## config.mk

```make
export PLATFORM = sky130hd
export DESIGN_NAME = prc_decoder
export DESIGN_NICKNAME = d
export VERILOG_FILES = /design/src/core/prc_pkg.sv /design/src/core/prc_sync.sv /design/src/core/prc_decoder.sv
export SDC_FILE = /design/constraint.sdc
export NUM_CORES = 1
export LEC_CHECK = 0
export BUFFER_PORTS_ARGS = -buffer_cell sky130_fd_sc_hd__buf_2
export CAP_MARGIN = 25
export CORE_MARGIN = 2
export CORE_UTILIZATION = 55
export CTS_CLUSTER_DIAMETER = 80
export DETAILED_ROUTE_END_ITERATION = 10
export PLACE_DENSITY = 0.73
export SLEW_MARGIN = 10
export SYNTH_ARGS = -nofsm -noshare
export SYNTH_HDL_FRONTEND = slang
export SYNTH_SLANG_ARGS = --single-unit
```

## constraint.sdc

```tcl
create_clock -name clk -period 8.2 [get_ports clk]
set_input_delay 0.82 -clock clk [delete_from_list [all_inputs] [get_ports clk]]
set_output_delay 0.82 -clock clk [all_outputs]
set_load 0.05 [all_outputs]
```

## src/core/prc_pkg.sv

```systemverilog
package prc_pkg;

  // ==========================================================
  // Timing
  // ==========================================================
  localparam int unsigned PRC_CLK_KHZ      = 50_000;
  localparam int unsigned PRC_ACK_TMO_MS   = 4000;
  localparam int unsigned PRC_ENTRY_TMO_MS = 4000;
  localparam int unsigned PRC_PBO_HOLD_MS  = 4000;
  localparam int unsigned PRC_TMR_W        = 28;
  localparam logic [PRC_TMR_W-1:0] PRC_ACK_TMO_CYCLES   = PRC_TMR_W'(PRC_ACK_TMO_MS * PRC_CLK_KHZ);
  localparam logic [PRC_TMR_W-1:0] PRC_ENTRY_TMO_CYCLES = PRC_TMR_W'(PRC_ENTRY_TMO_MS * PRC_CLK_KHZ);
  localparam logic [PRC_TMR_W-1:0] PRC_PBO_HOLD_CYCLES  = PRC_TMR_W'(PRC_PBO_HOLD_MS * PRC_CLK_KHZ);
  localparam logic [PRC_TMR_W-1:0] PRC_TMR_ZERO         = 28'h0000000;
  localparam logic [PRC_TMR_W-1:0] PRC_TMR_ONE          = 28'h0000001;

  // ==========================================================
  // Input vector layout
  // ==========================================================
  localparam int unsigned PRC_IN_W          = 19;
  localparam int unsigned PRC_I_CPU_SHUT    = 0;
  localparam int unsigned PRC_I_MC_HR       = 1;
  localparam int unsigned PRC_I_MC_HR_PC    = 2;
  localparam int unsigned PRC_I_MC_HR_PD    = 3;
  localparam int unsigned PRC_I_MC_PBO      = 4;
  localparam int unsigned PRC_I_MC_WDT      = 5;
  localparam int unsigned PRC_I_MC_HWERR    = 6;
  localparam int unsigned PRC_I_MC_GLOBAL   = 7;
  localparam int unsigned PRC_I_PWRGD_STUCK = 8;
  localparam int unsigned PRC_I_PM_WDT      = 9;
  localparam int unsigned PRC_I_ACK         = 10;
  localparam int unsigned PRC_I_WAKE        = 11;
  localparam int unsigned PRC_I_SEQ_DONE    = 12;
  localparam int unsigned PRC_I_PBO_LEVEL   = 13;
  localparam int unsigned PRC_I_GLB_BIT     = 14;
  localparam int unsigned PRC_I_PC_BIT      = 15;
  localparam int unsigned PRC_I_SLEEP       = 16;
  localparam int unsigned PRC_I_DS_EN       = 17;
  localparam int unsigned PRC_I_DS_OK       = 18;

  // ==========================================================
  // Types
  // ==========================================================
  typedef enum logic [2:0] {
    PRC_ST_IDLE  = 3'h0,
    PRC_ST_WARN  = 3'h1,
    PRC_ST_RESET = 3'h3,
    PRC_ST_HOLD  = 3'h2,
    PRC_ST_S5    = 3'h6
  } prc_state_t;

  typedef enum logic [2:0] {
    PRC_OC_NONE    = 3'h0,
    PRC_OC_HOST    = 3'h1,
    PRC_OC_HOST_PC = 3'h2,
    PRC_OC_GLOBAL  = 3'h3,
    PRC_OC_S5      = 3'h4
  } prc_outcome_t;

endpackage : prc_pkg

```

## src/core/prc_sync.sv

```systemverilog
`timescale 1ns/1ps
module prc_sync
  import prc_pkg::*;
#(
  parameter int unsigned W = 1
) (
  input  wire logic         clk,
  input  wire logic         resetn,
  input  wire logic [W-1:0] din,
  output logic      [W-1:0] dout
);

  logic [W-1:0] s1;
  logic [W-1:0] s2;
  logic [W-1:0] s3;
  wire  [W-1:0] agree = ~(s2 ^ s3);
  // Take a new level only once the last two stages agree
  wire  [W-1:0] next_dout = (agree & s2) | (~agree & dout);

  always_ff @(posedge clk or negedge resetn) begin
    if (!resetn) begin
      s1   <= '0;
      s2   <= '0;
      s3   <= '0;
      dout <= '0;
    end else begin
      s1   <= din;
      s2   <= s1;
      s3   <= s2;
      dout <= next_dout;
    end
  end

endmodule // prc_sync

```

## src/core/prc_decoder.sv

```systemverilog
`timescale 1ns/1ps
// Notes on behaviour
// - Long power button override goes straight S5
// - Shutdown cycle with global bit gives global
// - Shutdown, global clear, cycle bit: host power-cycle
// - Shutdown, both bits clear: plain host reset
// - Controller host reset follows requested variant
// - Controller override, watchdog, error go S5
// - Controller global or power-good stuck: global
// - Power-down host reset: cycle, hold until wake
// - Unfinished reset sequence times out to global
// - Power watchdog expiry goes straight S5
// - Plain host reset dropped while sleeping
// - Power-cycle reset in sleep skips warning
// - Global reset sends no warning, immediate
// - Unacknowledged warning escalates to global reset
// - S5 continues into deep sleep when allowed
// - Warn processor, await acknowledge, then reset
// - Acknowledge timeout proceeds to global reset
module prc_decoder
  import prc_pkg::*;
#(
  parameter logic [PRC_TMR_W-1:0] ACK_TMO_CYCLES   = PRC_ACK_TMO_CYCLES,
  parameter logic [PRC_TMR_W-1:0] ENTRY_TMO_CYCLES = PRC_ENTRY_TMO_CYCLES,
  parameter logic [PRC_TMR_W-1:0] PBO_HOLD_CYCLES  = PRC_PBO_HOLD_CYCLES
) (
  input  wire logic       clk,
  input  wire logic       resetn,
  input  wire logic       cpu_shutdown,
  input  wire logic       mc_host_reset,
  input  wire logic       mc_host_reset_pc,
  input  wire logic       mc_host_reset_pd,
  input  wire logic       mc_pwrbtn_override,
  input  wire logic       mc_watchdog,
  input  wire logic       mc_hw_error,
  input  wire logic       mc_global_reset,
  input  wire logic       processor_power_good_stuck,
  input  wire logic       pm_watchdog,
  input  wire logic       reset_ack,
  input  wire logic       wake_event,
  input  wire logic       reset_seq_done,
  input  wire logic       pwrbtn_override,
  input  wire logic       global_reset_bit,
  input  wire logic       power_cycle_bit,
  input  wire logic       sleep_state,
  input  wire logic       deep_sleep_enable,
  input  wire logic       deep_sleep_ready,
  output logic            platform_reset_out_n,
  output logic            reset_warn,
  output logic            power_cycle,
  output logic            global_reset,
  output logic            s5_entry,
  output logic            deep_sleep_state,
  output logic            host_hold,
  output logic            ack_timeout,
  output logic            entry_timeout,
  output logic [2:0]      outcome
);

  // ==========================================================
  // Input conditioning
  // ==========================================================
  wire  [PRC_IN_W-1:0] raw = {deep_sleep_ready, deep_sleep_enable, sleep_state, power_cycle_bit,
                              global_reset_bit, pwrbtn_override, reset_seq_done, wake_event, reset_ack,
                              pm_watchdog, processor_power_good_stuck, mc_global_reset, mc_hw_error,
                              mc_watchdog, mc_pwrbtn_override, mc_host_reset_pd, mc_host_reset_pc,
                              mc_host_reset, cpu_shutdown};
  logic [PRC_IN_W-1:0] lvl;
  logic [PRC_IN_W-1:0] lvl_d;
  wire  [PRC_IN_W-1:0] rise = lvl & ~lvl_d;

  prc_sync #(.W(PRC_IN_W)) u_sync (
    .clk    (clk),
    .resetn (resetn),
    .din    (raw),
    .dout   (lvl)
  );

  // ==========================================================
  // Long-press detector
  // ==========================================================
  logic [PRC_TMR_W-1:0] pbo_cnt;
  wire                  pbo_held  = lvl[PRC_I_PBO_LEVEL];
  wire                  pbo_sat   = (pbo_cnt == PBO_HOLD_CYCLES);
  wire                  pbo_long  = pbo_held && (pbo_cnt == PBO_HOLD_CYCLES - PRC_TMR_ONE);
  wire [PRC_TMR_W-1:0]  next_pbo  = !pbo_held ? PRC_TMR_ZERO : (pbo_sat ? pbo_cnt : pbo_cnt + PRC_TMR_ONE);

  // ==========================================================
  // Trigger classification
  // ==========================================================
  function automatic prc_outcome_t prc_classify(input logic [PRC_IN_W-1:0] ev,
                                                input logic [PRC_IN_W-1:0] lv,
                                                input logic                long_press);
    logic s5;
    logic glb;
    logic hpc;
    logic hst;
    s5  = long_press || ev[PRC_I_MC_PBO] || ev[PRC_I_MC_WDT] || ev[PRC_I_MC_HWERR] || ev[PRC_I_PM_WDT];
    glb = (ev[PRC_I_CPU_SHUT] && lv[PRC_I_GLB_BIT]) || ev[PRC_I_MC_GLOBAL] || ev[PRC_I_PWRGD_STUCK];
    hpc = (ev[PRC_I_CPU_SHUT] && !lv[PRC_I_GLB_BIT] && lv[PRC_I_PC_BIT]) || ev[PRC_I_MC_HR_PC] ||
          ev[PRC_I_MC_HR_PD];
    hst = (ev[PRC_I_CPU_SHUT] && !lv[PRC_I_GLB_BIT] && !lv[PRC_I_PC_BIT]) || ev[PRC_I_MC_HR];
    if (s5) begin
      prc_classify = PRC_OC_S5;
    end else if (glb) begin
      prc_classify = PRC_OC_GLOBAL;
    end else if (hpc) begin
      prc_classify = PRC_OC_HOST_PC;
    end else if (hst && !lv[PRC_I_SLEEP]) begin
      prc_classify = PRC_OC_HOST;
    end else begin
      prc_classify = PRC_OC_NONE;
    end
  endfunction

  wire prc_outcome_t req       = prc_classify(rise, lvl, pbo_long);
  wire               req_top   = (req == PRC_OC_S5) || (req == PRC_OC_GLOBAL);
  wire               req_pd    = rise[PRC_I_MC_HR_PD] && (req == PRC_OC_HOST_PC);
  wire               ack_ev    = rise[PRC_I_ACK];
  wire               wake_ev   = rise[PRC_I_WAKE];
  wire               done_ev   = rise[PRC_I_SEQ_DONE];

  // ==========================================================
  // Sequencer
  // ==========================================================
  prc_state_t           state;
  prc_state_t           next_state;
  prc_outcome_t         kind;
  prc_outcome_t         next_kind;
  logic                 pd;
  logic                 next_pd;
  logic [PRC_TMR_W-1:0] timer;
  logic                 next_ack_tmo;
  logic                 next_entry_tmo;

  wire ack_expired   = (timer >= ACK_TMO_CYCLES - PRC_TMR_ONE);
  wire entry_expired = (timer >= ENTRY_TMO_CYCLES - PRC_TMR_ONE);

  always_comb begin
    next_state     = state;
    next_kind      = kind;
    next_pd        = pd;
    next_ack_tmo   = 1'b0;
    next_entry_tmo = 1'b0;
    case (state)
      PRC_ST_IDLE, PRC_ST_WARN: begin
        if (req == PRC_OC_S5) begin
          next_state = PRC_ST_S5;
          next_kind  = PRC_OC_S5;
        end else if (req == PRC_OC_GLOBAL) begin
          next_state = PRC_ST_RESET;
          next_kind  = PRC_OC_GLOBAL;
        end else if (state == PRC_ST_IDLE && req != PRC_OC_NONE) begin
          next_kind  = req;
          next_pd    = req_pd;
          next_state = (req == PRC_OC_HOST_PC && lvl[PRC_I_SLEEP]) ? PRC_ST_RESET : PRC_ST_WARN;
        end else if (state == PRC_ST_WARN && ack_ev) begin
          next_state = PRC_ST_RESET;
        end else if (state == PRC_ST_WARN && ack_expired) begin
          next_state   = PRC_ST_RESET;
          next_kind    = PRC_OC_GLOBAL;
          next_ack_tmo = 1'b1;
        end
      end
      PRC_ST_RESET: begin
        if (req == PRC_OC_S5) begin
          next_state = PRC_ST_S5;
          next_kind  = PRC_OC_S5;
        end else if (done_ev) begin
          next_state = (pd && kind == PRC_OC_HOST_PC) ? PRC_ST_HOLD : PRC_ST_IDLE;
          next_kind  = (pd && kind == PRC_OC_HOST_PC) ? kind : PRC_OC_NONE;
        end else if (entry_expired && kind != PRC_OC_GLOBAL) begin
          next_kind      = PRC_OC_GLOBAL;
          next_entry_tmo = 1'b1;
        end
      end
      PRC_ST_HOLD: begin
        if (req == PRC_OC_S5) begin
          next_state = PRC_ST_S5;
          next_kind  = PRC_OC_S5;
        end else if (wake_ev) begin
          next_state = PRC_ST_IDLE;
          next_kind  = PRC_OC_NONE;
        end
      end
      PRC_ST_S5: begin
        // S5 ignores everything but a wake
        if (wake_ev) begin
          next_state = PRC_ST_IDLE;
          next_kind  = PRC_OC_NONE;
        end
      end
      default: begin
        next_state = PRC_ST_IDLE;
        next_kind  = PRC_OC_NONE;
      end
    endcase
    if (next_state == PRC_ST_IDLE) begin
      next_pd = 1'b0;
    end
  end

  // Timer restarts on any state or kind change, saturates otherwise
  wire restart = (next_state != state) || (next_kind != kind);
  wire [PRC_TMR_W-1:0] next_timer = restart ? PRC_TMR_ZERO :
                                    (&timer ? timer : timer + PRC_TMR_ONE);

  // ==========================================================
  // Output decode
  // ==========================================================
  wire next_in_reset = (next_state == PRC_ST_RESET);
  wire next_plt_n    = !(next_in_reset || next_state == PRC_ST_HOLD || next_state == PRC_ST_S5);
  wire next_cycle    = next_in_reset && (next_kind == PRC_OC_HOST_PC || next_kind == PRC_OC_GLOBAL);
  wire next_global   = next_in_reset && (next_kind == PRC_OC_GLOBAL);
  wire next_s5       = (next_state == PRC_ST_S5);
  wire next_deep     = next_s5 && lvl[PRC_I_DS_EN] && lvl[PRC_I_DS_OK];

  always_ff @(posedge clk or negedge resetn) begin
    if (!resetn) begin
      lvl_d   <= '0;
      pbo_cnt <= PRC_TMR_ZERO;
      state   <= PRC_ST_IDLE;
      kind    <= PRC_OC_NONE;
      pd      <= 1'b0;
      timer   <= PRC_TMR_ZERO;
    end else begin
      lvl_d   <= lvl;
      pbo_cnt <= next_pbo;
      state   <= next_state;
      kind    <= next_kind;
      pd      <= next_pd;
      timer   <= next_timer;
    end
  end

  always_ff @(posedge clk or negedge resetn) begin
    if (!resetn) begin
      platform_reset_out_n <= 1'b0;
      reset_warn           <= 1'b0;
      power_cycle          <= 1'b0;
      global_reset         <= 1'b0;
      s5_entry             <= 1'b0;
      deep_sleep_state     <= 1'b0;
      host_hold            <= 1'b0;
      ack_timeout          <= 1'b0;
      entry_timeout        <= 1'b0;
      outcome              <= PRC_OC_NONE;
    end else begin
      platform_reset_out_n <= next_plt_n;
      reset_warn           <= (next_state == PRC_ST_WARN);
      power_cycle          <= next_cycle;
      global_reset         <= next_global;
      s5_entry             <= next_s5;
      deep_sleep_state     <= next_deep;
      host_hold            <= (next_state == PRC_ST_HOLD);
      ack_timeout          <= next_ack_tmo;
      entry_timeout        <= next_entry_tmo;
      outcome              <= next_kind;
    end
  end

endmodule // prc_decoder

```

==> impl_results.html, run 1 <==
<table>
<tr><th>Metric</th><th>Value</th></tr>
<tr><th colspan="2">Run status</th></tr>
<tr><td>Result of the run</td><td>finished clean</td></tr>
<tr><th colspan="2">Floorplanning</th></tr>
<tr><td>Ports placed on the boundary</td><td>33</td></tr>
<tr><td>Floorplan die area</td><td>13580 sq um</td></tr>
<tr><td>Starting density of the core</td><td>55.66%</td></tr>
<tr><td>Total core area</td><td>12520 sq um</td></tr>
<tr><td>Die Span X</td><td>116.5 microns</td></tr>
<tr><td>Overall die height</td><td>116.5 microns</td></tr>
<tr><td>FP Rows</td><td>41</td></tr>
<tr><th colspan="2">Synth</th></tr>
<tr><td>Primary FF master, synth</td><td>dfrtp_1</td></tr>
<tr><td>Biggest area contributors in the synthesized netlist</td><td>dfrtp_1, xor2_1, nand2_1, maj3_1, nor3_2</td></tr>
<tr><td>Synthesized instance count</td><td>590</td></tr>
<tr><td>Post-Synthesis Cell Area</td><td>6967 sq um</td></tr>
<tr><td>Share of async-settable or async-resettable flops after synthesis</td><td>100.0%</td></tr>
<tr><td>Sequential fraction of the synthesis area</td><td>57.83%</td></tr>
<tr><td>Net Count, Synth</td><td>614</td></tr>
<tr><td>Avg Inst Size Synth</td><td>11.81 sq um</td></tr>
<tr><td>Yosys reg bits</td><td>161</td></tr>
<tr><td>Distinct cells, synth</td><td>75</td></tr>
<tr><td>Top cell type by total area after synthesis</td><td>dfrtp_1</td></tr>
<tr><td>Number of warnings issued by yosys</td><td>0</td></tr>
<tr><td>Share of Yosys cell area claimed by the top area cell type</td><td>57.83%</td></tr>
<tr><td>Number of flops mapped to enable cells by yosys</td><td>0</td></tr>
<tr><th colspan="2">Clocking</th></tr>
<tr><td>Clock net sink count</td><td>161</td></tr>
<tr><td>CTS tree</td><td>yes</td></tr>
<tr><td>Cts-stage hold buffer count</td><td>0</td></tr>
<tr><td>CTS clock-pin slew for the worst setup and hold paths</td><td>60 ps</td></tr>
<tr><td>Post-CTS Setup Inserts</td><td>0</td></tr>
<tr><td>Clock Tree Buf Depth</td><td>2</td></tr>
<tr><td>Master cell of the clock root buffer</td><td>clkbuf_16</td></tr>
<tr><td>Number of clock buffers inserted by TritonCTS</td><td>17</td></tr>
<tr><td># H-tree levels</td><td>4</td></tr>
<tr><td>Cts repair resizes</td><td>0</td></tr>
<tr><td>Clk_lat worst skew</td><td>420 ps</td></tr>
<tr><th colspan="2">Critical path</th></tr>
<tr><td>Data arrival, critical path</td><td>3420 ps</td></tr>
<tr><td>Setup crit start</td><td>timer[0]$_DFFE_PN0P_</td></tr>
<tr><td>Crit path required time</td><td>8480 ps</td></tr>
<tr><td>Worst-path maximum fanout</td><td>28</td></tr>
<tr><td>Start of the worst register-to-register path</td><td>timer[0]$_DFFE_PN0P_</td></tr>
<tr><td>Register-to-register path setup slack</td><td>5060 ps</td></tr>
<tr><td>Category of the critical setup timing path</td><td>reg2reg</td></tr>
<tr><td>Kind of start point of the critical path</td><td>flip-flop</td></tr>
<tr><td>Terminus of the critical flop-to-flop path</td><td>timer[2]$_DFFE_PN0P_</td></tr>
<tr><td>Kind of end point of the critical path</td><td>flip-flop</td></tr>
<tr><td>End of the critical path</td><td>timer[2]$_DFFE_PN0P_</td></tr>
<tr><td>Worst r2r path cells</td><td>9</td></tr>
<tr><th colspan="2">GRT</th></tr>
<tr><td>Global routing usage summed across all routing layers</td><td>20.08%</td></tr>
<tr><td>Number of global-route vias before repair</td><td>4443</td></tr>
<tr><td>Number of antenna violations at the first check in global routing</td><td>0</td></tr>
<tr><td>Maximum number of pins on one net before global-route repair</td><td>89</td></tr>
<tr><td>Congestion Overflow GR</td><td>0</td></tr>
<tr><td>Global-route wire length before repair</td><td>21.18 mm</td></tr>
<tr><th colspan="2">Timing</th></tr>
<tr><td>Max Transition Viols Final</td><td>0</td></tr>
<tr><td>Total negative slack</td><td>0 ps</td></tr>
<tr><td>Relative slew margins</td><td>46.09%</td></tr>
<tr><td>Pin slew with the least headroom to its limit</td><td>806.9 ps</td></tr>
<tr><td>Endpoints failing setup</td><td>0</td></tr>
<tr><td>Worst clock skew</td><td>8.298 ps</td></tr>
<tr><td>Final critical-path required period</td><td>3136 ps</td></tr>
<tr><td>RSZ-0062 raised after global routing</td><td>no</td></tr>
<tr><td>Highest achievable clock rate</td><td>318.8 MHz</td></tr>
<tr><td>Number of endpoints with negative hold slack in the final report</td><td>0</td></tr>
<tr><td>Share of the clock period used by the worst path</td><td>38.25%</td></tr>
<tr><th colspan="2">Finish</th></tr>
<tr><td>Synth-to-layout area growth</td><td>11.24%</td></tr>
<tr><td>Layout net count</td><td>647</td></tr>
<tr><td>Final core utilization</td><td>61.92%</td></tr>
<tr><td>Total non-filler cell area in the finished layout</td><td>7750 sq um</td></tr>
<tr><td>Diodes inserted</td><td>0</td></tr>
<tr><td>Fraction of final layout cells with drive strength greater than 1</td><td>17.92%</td></tr>
<tr><th colspan="2">Placement</th></tr>
<tr><td>Instance area after placement</td><td>7162 sq um</td></tr>
<tr><td>Number of input and output port buffers inserted</td><td>32</td></tr>
<tr><td>Detailed-placement wirelength estimate</td><td>8.050 mm</td></tr>
<tr><td>Gp weighted congestion</td><td>0.8928</td></tr>
<tr><th colspan="2">Detailed routing</th></tr>
<tr><td># DRC</td><td>0</td></tr>
<tr><td>Vias per Instance</td><td>5.526</td></tr>
<tr><td>Routed len/inst</td><td>15.23 microns</td></tr>
<tr><td>Total Routed Length</td><td>12.31 mm</td></tr>
<tr><td>Number of DRC violations after detailed-routing iteration 0</td><td>409</td></tr>
<tr><td>Number of search-and-repair iterations in the first detailed-routing pass</td><td>5</td></tr>
<tr><td>Total number of vias</td><td>4465</td></tr>
<tr><td>Number of nets still failing antenna checks after routing</td><td>0</td></tr>
<tr><th colspan="2">Power and ir drop</th></tr>
<tr><td>Power consumption</td><td>2.022 mW</td></tr>
<tr><td>Lkg Pwr</td><td>3.337 nW</td></tr>
<tr><td>Power Density</td><td>260.9 nW/um^2</td></tr>
<tr><td>Peak ir drop on the vdd network</td><td>203.8 uV</td></tr>
<tr><th colspan="2">Job</th></tr>
<tr><td>Max-Cap Viols</td><td>0</td></tr>
<tr><th colspan="2">Min path</th></tr>
<tr><td>Path category of the worst min-delay check</td><td>reg2reg</td></tr>
</table>
## where the power goes
part / switching (mW) / total [mW] / internal, mW
registers: 0.0487 / 0.898 / 0.850
clock network: 0.333 / 0.732 / 0.399
logic: 0.287 / 0.392 / 0.105
## cells by family after synthesis
logic type,Yosys count,share of synthesized area (%)
compound gates,79,8.352
xor+xnor,45,5.657
fa+ha+maj,22,3.269
buf+inv,36,3.754
flops,161,57.83
mux,4,0.5927
simple gates,243,20.55
## through the flow
step                      hold slack, ps  cells  setup WS (ps)
final                              348.4    808           5064
after global routing               358.9    808           4761
after CTS                          349.4    806           5097
after detailed placement           334.7    774           5113
after global placement             333.3    774           5193
after floorplan                    331.2    590           5574
## critical path, cell delays in order (launching register included)
cell and delay, ps:
dfrtp_1 400, ha_1 180, and2_1 390, nand3_1 160, a211oi_2 350, o2111ai_1 360
a2111oi_0 490, a31o_1 150, buf_4 400, nor3_1 110
## cells in the mapped netlist (4+ instances only)
master      n
nand3_1    26
xor2_1     30
clkbuf_8    5
and2b_2     4
nand4_1    14
and2_1      7
clkbuf_1   10
nor3_2     18
or3_1       6
o21ai_0    11
o211ai_1    7
a21oi_1    25
nor3_1     13
a211oi_1    5
nand2_1    53
and4_1      7
xnor2_1    15
nor2_1     41
nor2b_1     8
maj3_1     19
dfrtp_1   161
inv_1      11
and3_1     14
## cell type report
| class | instances | area [sq um] |
|---|---|---|
| fill | 1015 | 4767 |
| timing repair buffer | 38 | 231.5 |
| clock buffer | 19 | 432.9 |
| inverter | 12 | 45.04 |
| tap | 172 | 215.2 |
| multi-input combinational | 393 | 2676 |
| sequential | 161 | 4029 |
| clock inverter | 13 | 120.1 |
## cell usage in the layout, fill, tap and decap left out, types with 7 or more instances in the layout
cell type  count
o211ai_1       7
nand3_1       26
inv_1         11
clkbuf_16     17
and3_1        14
nor3_1        13
maj3_1        19
and4_1         7
nor2_1        41
o21ai_0       11
xor2_1        30
nand2_1       53
a21oi_1       25
buf_2         31
and2_1         7
dfrtp_1      161
nand4_1       14
xnor2_1       15
nor2b_1        8
nor3_2        18
## worst min-delay path by stage
stage                     slack, ps  cells past startpoint                   start                     end
after floorplan                 330                      0  u_sync.s1[0]$_DFF_PN0_  u_sync.s2[0]$_DFF_PN0_
after global placement          330                      0  u_sync.s1[7]$_DFF_PN0_  u_sync.s2[7]$_DFF_PN0_
after detailed placement        330                      0  u_sync.s1[1]$_DFF_PN0_  u_sync.s2[1]$_DFF_PN0_
after CTS                       350                      0  u_sync.s1[1]$_DFF_PN0_  u_sync.s2[1]$_DFF_PN0_
after global routing            360                      0  u_sync.s1[7]$_DFF_PN0_  u_sync.s2[7]$_DFF_PN0_
final                           350                      0  u_sync.s1[1]$_DFF_PN0_  u_sync.s2[1]$_DFF_PN0_
## layer usage
metal	wire length, microns	part of all wire [%]	global-route usage [%]	vias to the layer above
li1	-	-	-	2161
met1	5880	48	27.64	2202
met2	5740	47	30.89	87
met3	520	4.2	5.656	15
met4	166	1.3	7.059	0
met5	0	0	0	-
Note: power is estimated with default switching activity, not from simulation.
==> inputs of run 2 (changes only) <==
clock period = 3.02 ns   (was 8.2 ns; I/O delays follow)
==> run 2 against run 1 <==
Net effect:
- critical path depth stayed put
- utilization grew 2.7 points
- sequential share of layout area decreased by 2.1 points
- non-clock buffer count increased by 33
- register-to-register slack got worse by 4900 ps
- clock skew is 1.4 ps higher
- fmax grew 9.9%
==> impl_results.html, run 2 (synthesized netlist as in run 1, its figures left out) <==
<table>
<tr><th>Metric</th><th>Value</th></tr>
<tr><th colspan="2">Run status</th></tr>
<tr><td>Result of the run</td><td>finished clean</td></tr>
<tr><th colspan="2">Clocking</th></tr>
<tr><td>Clock net sink count</td><td>161</td></tr>
<tr><td># H-tree levels</td><td>4</td></tr>
<tr><td>Clock Tree Buf Depth</td><td>2</td></tr>
<tr><td>CTS tree</td><td>yes</td></tr>
<tr><td>Master cell of the clock root buffer</td><td>clkbuf_16</td></tr>
<tr><td>Number of clock buffers inserted by TritonCTS</td><td>17</td></tr>
<tr><td>Clk_lat worst skew</td><td>420 ps</td></tr>
<tr><td>CTS clock-pin slew for the worst setup and hold paths</td><td>70 ps</td></tr>
<tr><td>Post-CTS Setup Inserts</td><td>0</td></tr>
<tr><th colspan="2">Floorplanning</th></tr>
<tr><td>Ports placed on the boundary</td><td>33</td></tr>
<tr><td>Total core area</td><td>12520 sq um</td></tr>
<tr><td>Floorplan die area</td><td>13580 sq um</td></tr>
<tr><td>Overall die height</td><td>116.5 microns</td></tr>
<tr><td>Starting density of the core</td><td>55.66%</td></tr>
<tr><td>Die Span X</td><td>116.5 microns</td></tr>
<tr><td>FP Rows</td><td>41</td></tr>
<tr><th colspan="2">Power and ir drop</th></tr>
<tr><td>Power Density</td><td>702.2 nW/um^2</td></tr>
<tr><td>Design internal power</td><td>3.803 mW</td></tr>
<tr><td>Portion of total power attributed to combinational logic</td><td>21.3%</td></tr>
<tr><td>Power share of the sequential group</td><td>43.1%</td></tr>
<tr><td>Net Switching</td><td>1.874 mW</td></tr>
<tr><td>Peak ir drop on the vdd network</td><td>492.3 uV</td></tr>
<tr><td>Power consumption</td><td>5.677 mW</td></tr>
<tr><td>Clock Power Share</td><td>35.6%</td></tr>
<tr><td>Switching share of total power</td><td>33.00%</td></tr>
<tr><td>Lkg Pwr</td><td>3.506 nW</td></tr>
<tr><th colspan="2">Timing</th></tr>
<tr><td>Final critical-path required period</td><td>2854 ps</td></tr>
<tr><td>Final WS setup</td><td>166.4 ps</td></tr>
<tr><td>Total negative slack</td><td>0 ps</td></tr>
<tr><td>Final worst hold slack</td><td>348.6 ps</td></tr>
<tr><td>Max Transition Viols Final</td><td>0</td></tr>
<tr><td>Worst clock skew</td><td>9.742 ps</td></tr>
<tr><td>Number of endpoints with negative hold slack in the final report</td><td>0</td></tr>
<tr><td>Pin slew with the least headroom to its limit</td><td>745.9 ps</td></tr>
<tr><td>Endpoints failing setup</td><td>0</td></tr>
<tr><td>Relative slew margins</td><td>50.27%</td></tr>
<tr><td>Share of the clock period used by the worst path</td><td>94.49%</td></tr>
<tr><td>RSZ-0062 raised after global routing</td><td>no</td></tr>
<tr><td>Highest achievable clock rate</td><td>350.4 MHz</td></tr>
<tr><th colspan="2">Placement</th></tr>
<tr><td>Post-placement worst setup slack</td><td>176.4 ps</td></tr>
<tr><td>Gp weighted congestion</td><td>0.9522</td></tr>
<tr><td>Detailed-placement wirelength estimate</td><td>8.439 mm</td></tr>
<tr><td>Number of input and output port buffers inserted</td><td>32</td></tr>
<tr><th colspan="2">GRT</th></tr>
<tr><td>Global-route wire length before repair</td><td>22.26 mm</td></tr>
<tr><td>Congestion Overflow GR</td><td>0</td></tr>
<tr><td>Number of global-route vias before repair</td><td>4706</td></tr>
<tr><td>Global routing usage summed across all routing layers</td><td>21.08%</td></tr>
<tr><td>Number of antenna violations at the first check in global routing</td><td>0</td></tr>
<tr><td>Maximum number of pins on one net before global-route repair</td><td>86</td></tr>
<tr><th colspan="2">Finish</th></tr>
<tr><td>Fraction of final layout cells with drive strength greater than 1</td><td>19.43%</td></tr>
<tr><td>Synth-to-layout area growth</td><td>16.04%</td></tr>
<tr><td>Most common library cell in the layout ignoring fill and taps</td><td>dfrtp_1</td></tr>
<tr><td>Area of the multi-input gates</td><td>2679 sq um</td></tr>
<tr><td>Final-layout fill cell count</td><td>962</td></tr>
<tr><td>Most frequent cells in the layout</td><td>dfrtp_1, nand2_1, nor2_1, buf_2, xor2_1</td></tr>
<tr><td>Diodes inserted</td><td>0</td></tr>
<tr><td>Layout net count</td><td>680</td></tr>
<tr><td>Sequential cell area in the final layout</td><td>4029 sq um</td></tr>
<tr><th colspan="2">Detailed routing</th></tr>
<tr><td>Total number of vias</td><td>4716</td></tr>
<tr><td>Number of DRC violations after detailed-routing iteration 0</td><td>372</td></tr>
<tr><td>Vias per Instance</td><td>5.608</td></tr>
<tr><td>Total Routed Length</td><td>12.98 mm</td></tr>
<tr><td>Routed len/inst</td><td>15.43 microns</td></tr>
<tr><td>Number of search-and-repair iterations in the first detailed-routing pass</td><td>8</td></tr>
<tr><td>Number of nets still failing antenna checks after routing</td><td>0</td></tr>
<tr><td># DRC</td><td>0</td></tr>
<tr><th colspan="2">Critical path</th></tr>
<tr><td>Kind of end point of the critical path</td><td>flip-flop</td></tr>
<tr><td>Kind of start point of the critical path</td><td>flip-flop</td></tr>
<tr><td>Worst-path maximum fanout</td><td>28</td></tr>
<tr><td>Data arrival, critical path</td><td>3180 ps</td></tr>
<tr><td>Crit path required time</td><td>3340 ps</td></tr>
<tr><td>Worst r2r path cells</td><td>9</td></tr>
<tr><td>Category of the critical setup timing path</td><td>reg2reg</td></tr>
<tr><td>Setup crit start</td><td>pbo_cnt[0]$_DFFE_PN0P_</td></tr>
<tr><td>Start of the worst register-to-register path</td><td>pbo_cnt[0]$_DFFE_PN0P_</td></tr>
<tr><th colspan="2">Job</th></tr>
<tr><td>Max-Cap Viols</td><td>0</td></tr>
<tr><th colspan="2">Min path</th></tr>
<tr><td>Startpoint of the lowest-slack hold path</td><td>u_sync.s1[2]$_DFF_PN0_</td></tr>
<tr><td>Path category of the worst min-delay check</td><td>reg2reg</td></tr>
<tr><td>Count of cells along the worst hold path</td><td>0</td></tr>
</table>
## run 2: cell count changes in the layout (fill, tap and decap cells not counted), moves of 2 or more
cell,previous run,this run
buf_12,0,3
inv_6,6,4
dlygate4sd3_1,0,20
inv_8,2,4
buf_4,5,16
clkbuf_1,2,0
clkinv_2,1,3
## run 2: final timing paths
| kind | endpoint | slack (ps) |
|---|---|---|
| min in group asynchronous | u_sync.s2[14]$_DFF_PN0_ | 490 |
| worst max-delay path | timer[9]$_DFFE_PN0P_ | 170 |
| worst min register to register | u_sync.s2[2]$_DFF_PN0_ | 350 |
| worst min-delay path | u_sync.s2[2]$_DFF_PN0_ | 350 |
| worst max register to register | timer[9]$_DFFE_PN0P_ | 170 |
| max in group asynchronous | u_sync.s3[4]$_DFF_PN0_ | 1670 |
## run 2: metrics by stage
step                cell area (sq um)  util, %  cells
finish                           8084    64.58    841
floorplan                        6967        -    590
CTS                              8082    64.56    841
global placement                 7312    58.42    789
global route                     8084    64.58    841
detailed placement               7312    58.42    789
## run 2: power groups by stage
stage | Combinational, mW | Clock (mW) | Sequential [mW]
floorplan | 0.907 | 0 | 2.56
global placement | 1.17 | 0 | 2.48
detailed placement | 1.18 | 0 | 2.48
CTS | 1.20 | 2.06 | 2.44
global route | 1.30 | 2.17 | 2.47
finish | 1.21 | 2.02 | 2.45
## run 2: layout make-up
type | count | area share (%)
sequential | 161 | 49.84
multi-input combinational | 393 | 33.14
timing repair buffer | 71 | 6.764
clock buffer | 17 | 5.262
tap | 172 | 2.662
clock inverter | 15 | 1.780
inverter | 12 | 0.5572
## run 2: timing repair
action / in CTS / in global routing
endpoints found under the hold margin: 101 / 0
hold buffers: 20 / 0
resized for setup: 0 / 1
setup endpoints to repair: 0 / 2
## run 2: critical path, stage by stage (launching register included)
cell	delay [ps]
dfrtp_1	400
ha_1	250
nand2_1	100
or3_4	420
o31a_1	420
a21oi_1	170
a21oi_1	60
a2111o_1	440
buf_12	200
nor4b_2	270
## run 2: metal layers
layer	GRT usage, %	up-vias	share of wire [%]
met5	0	-	0
met4	6.745	0	1.5
met3	6.539	27	4.4
met2	33.37	126	48
met1	28.10	2342	46
li1	-	2221	-
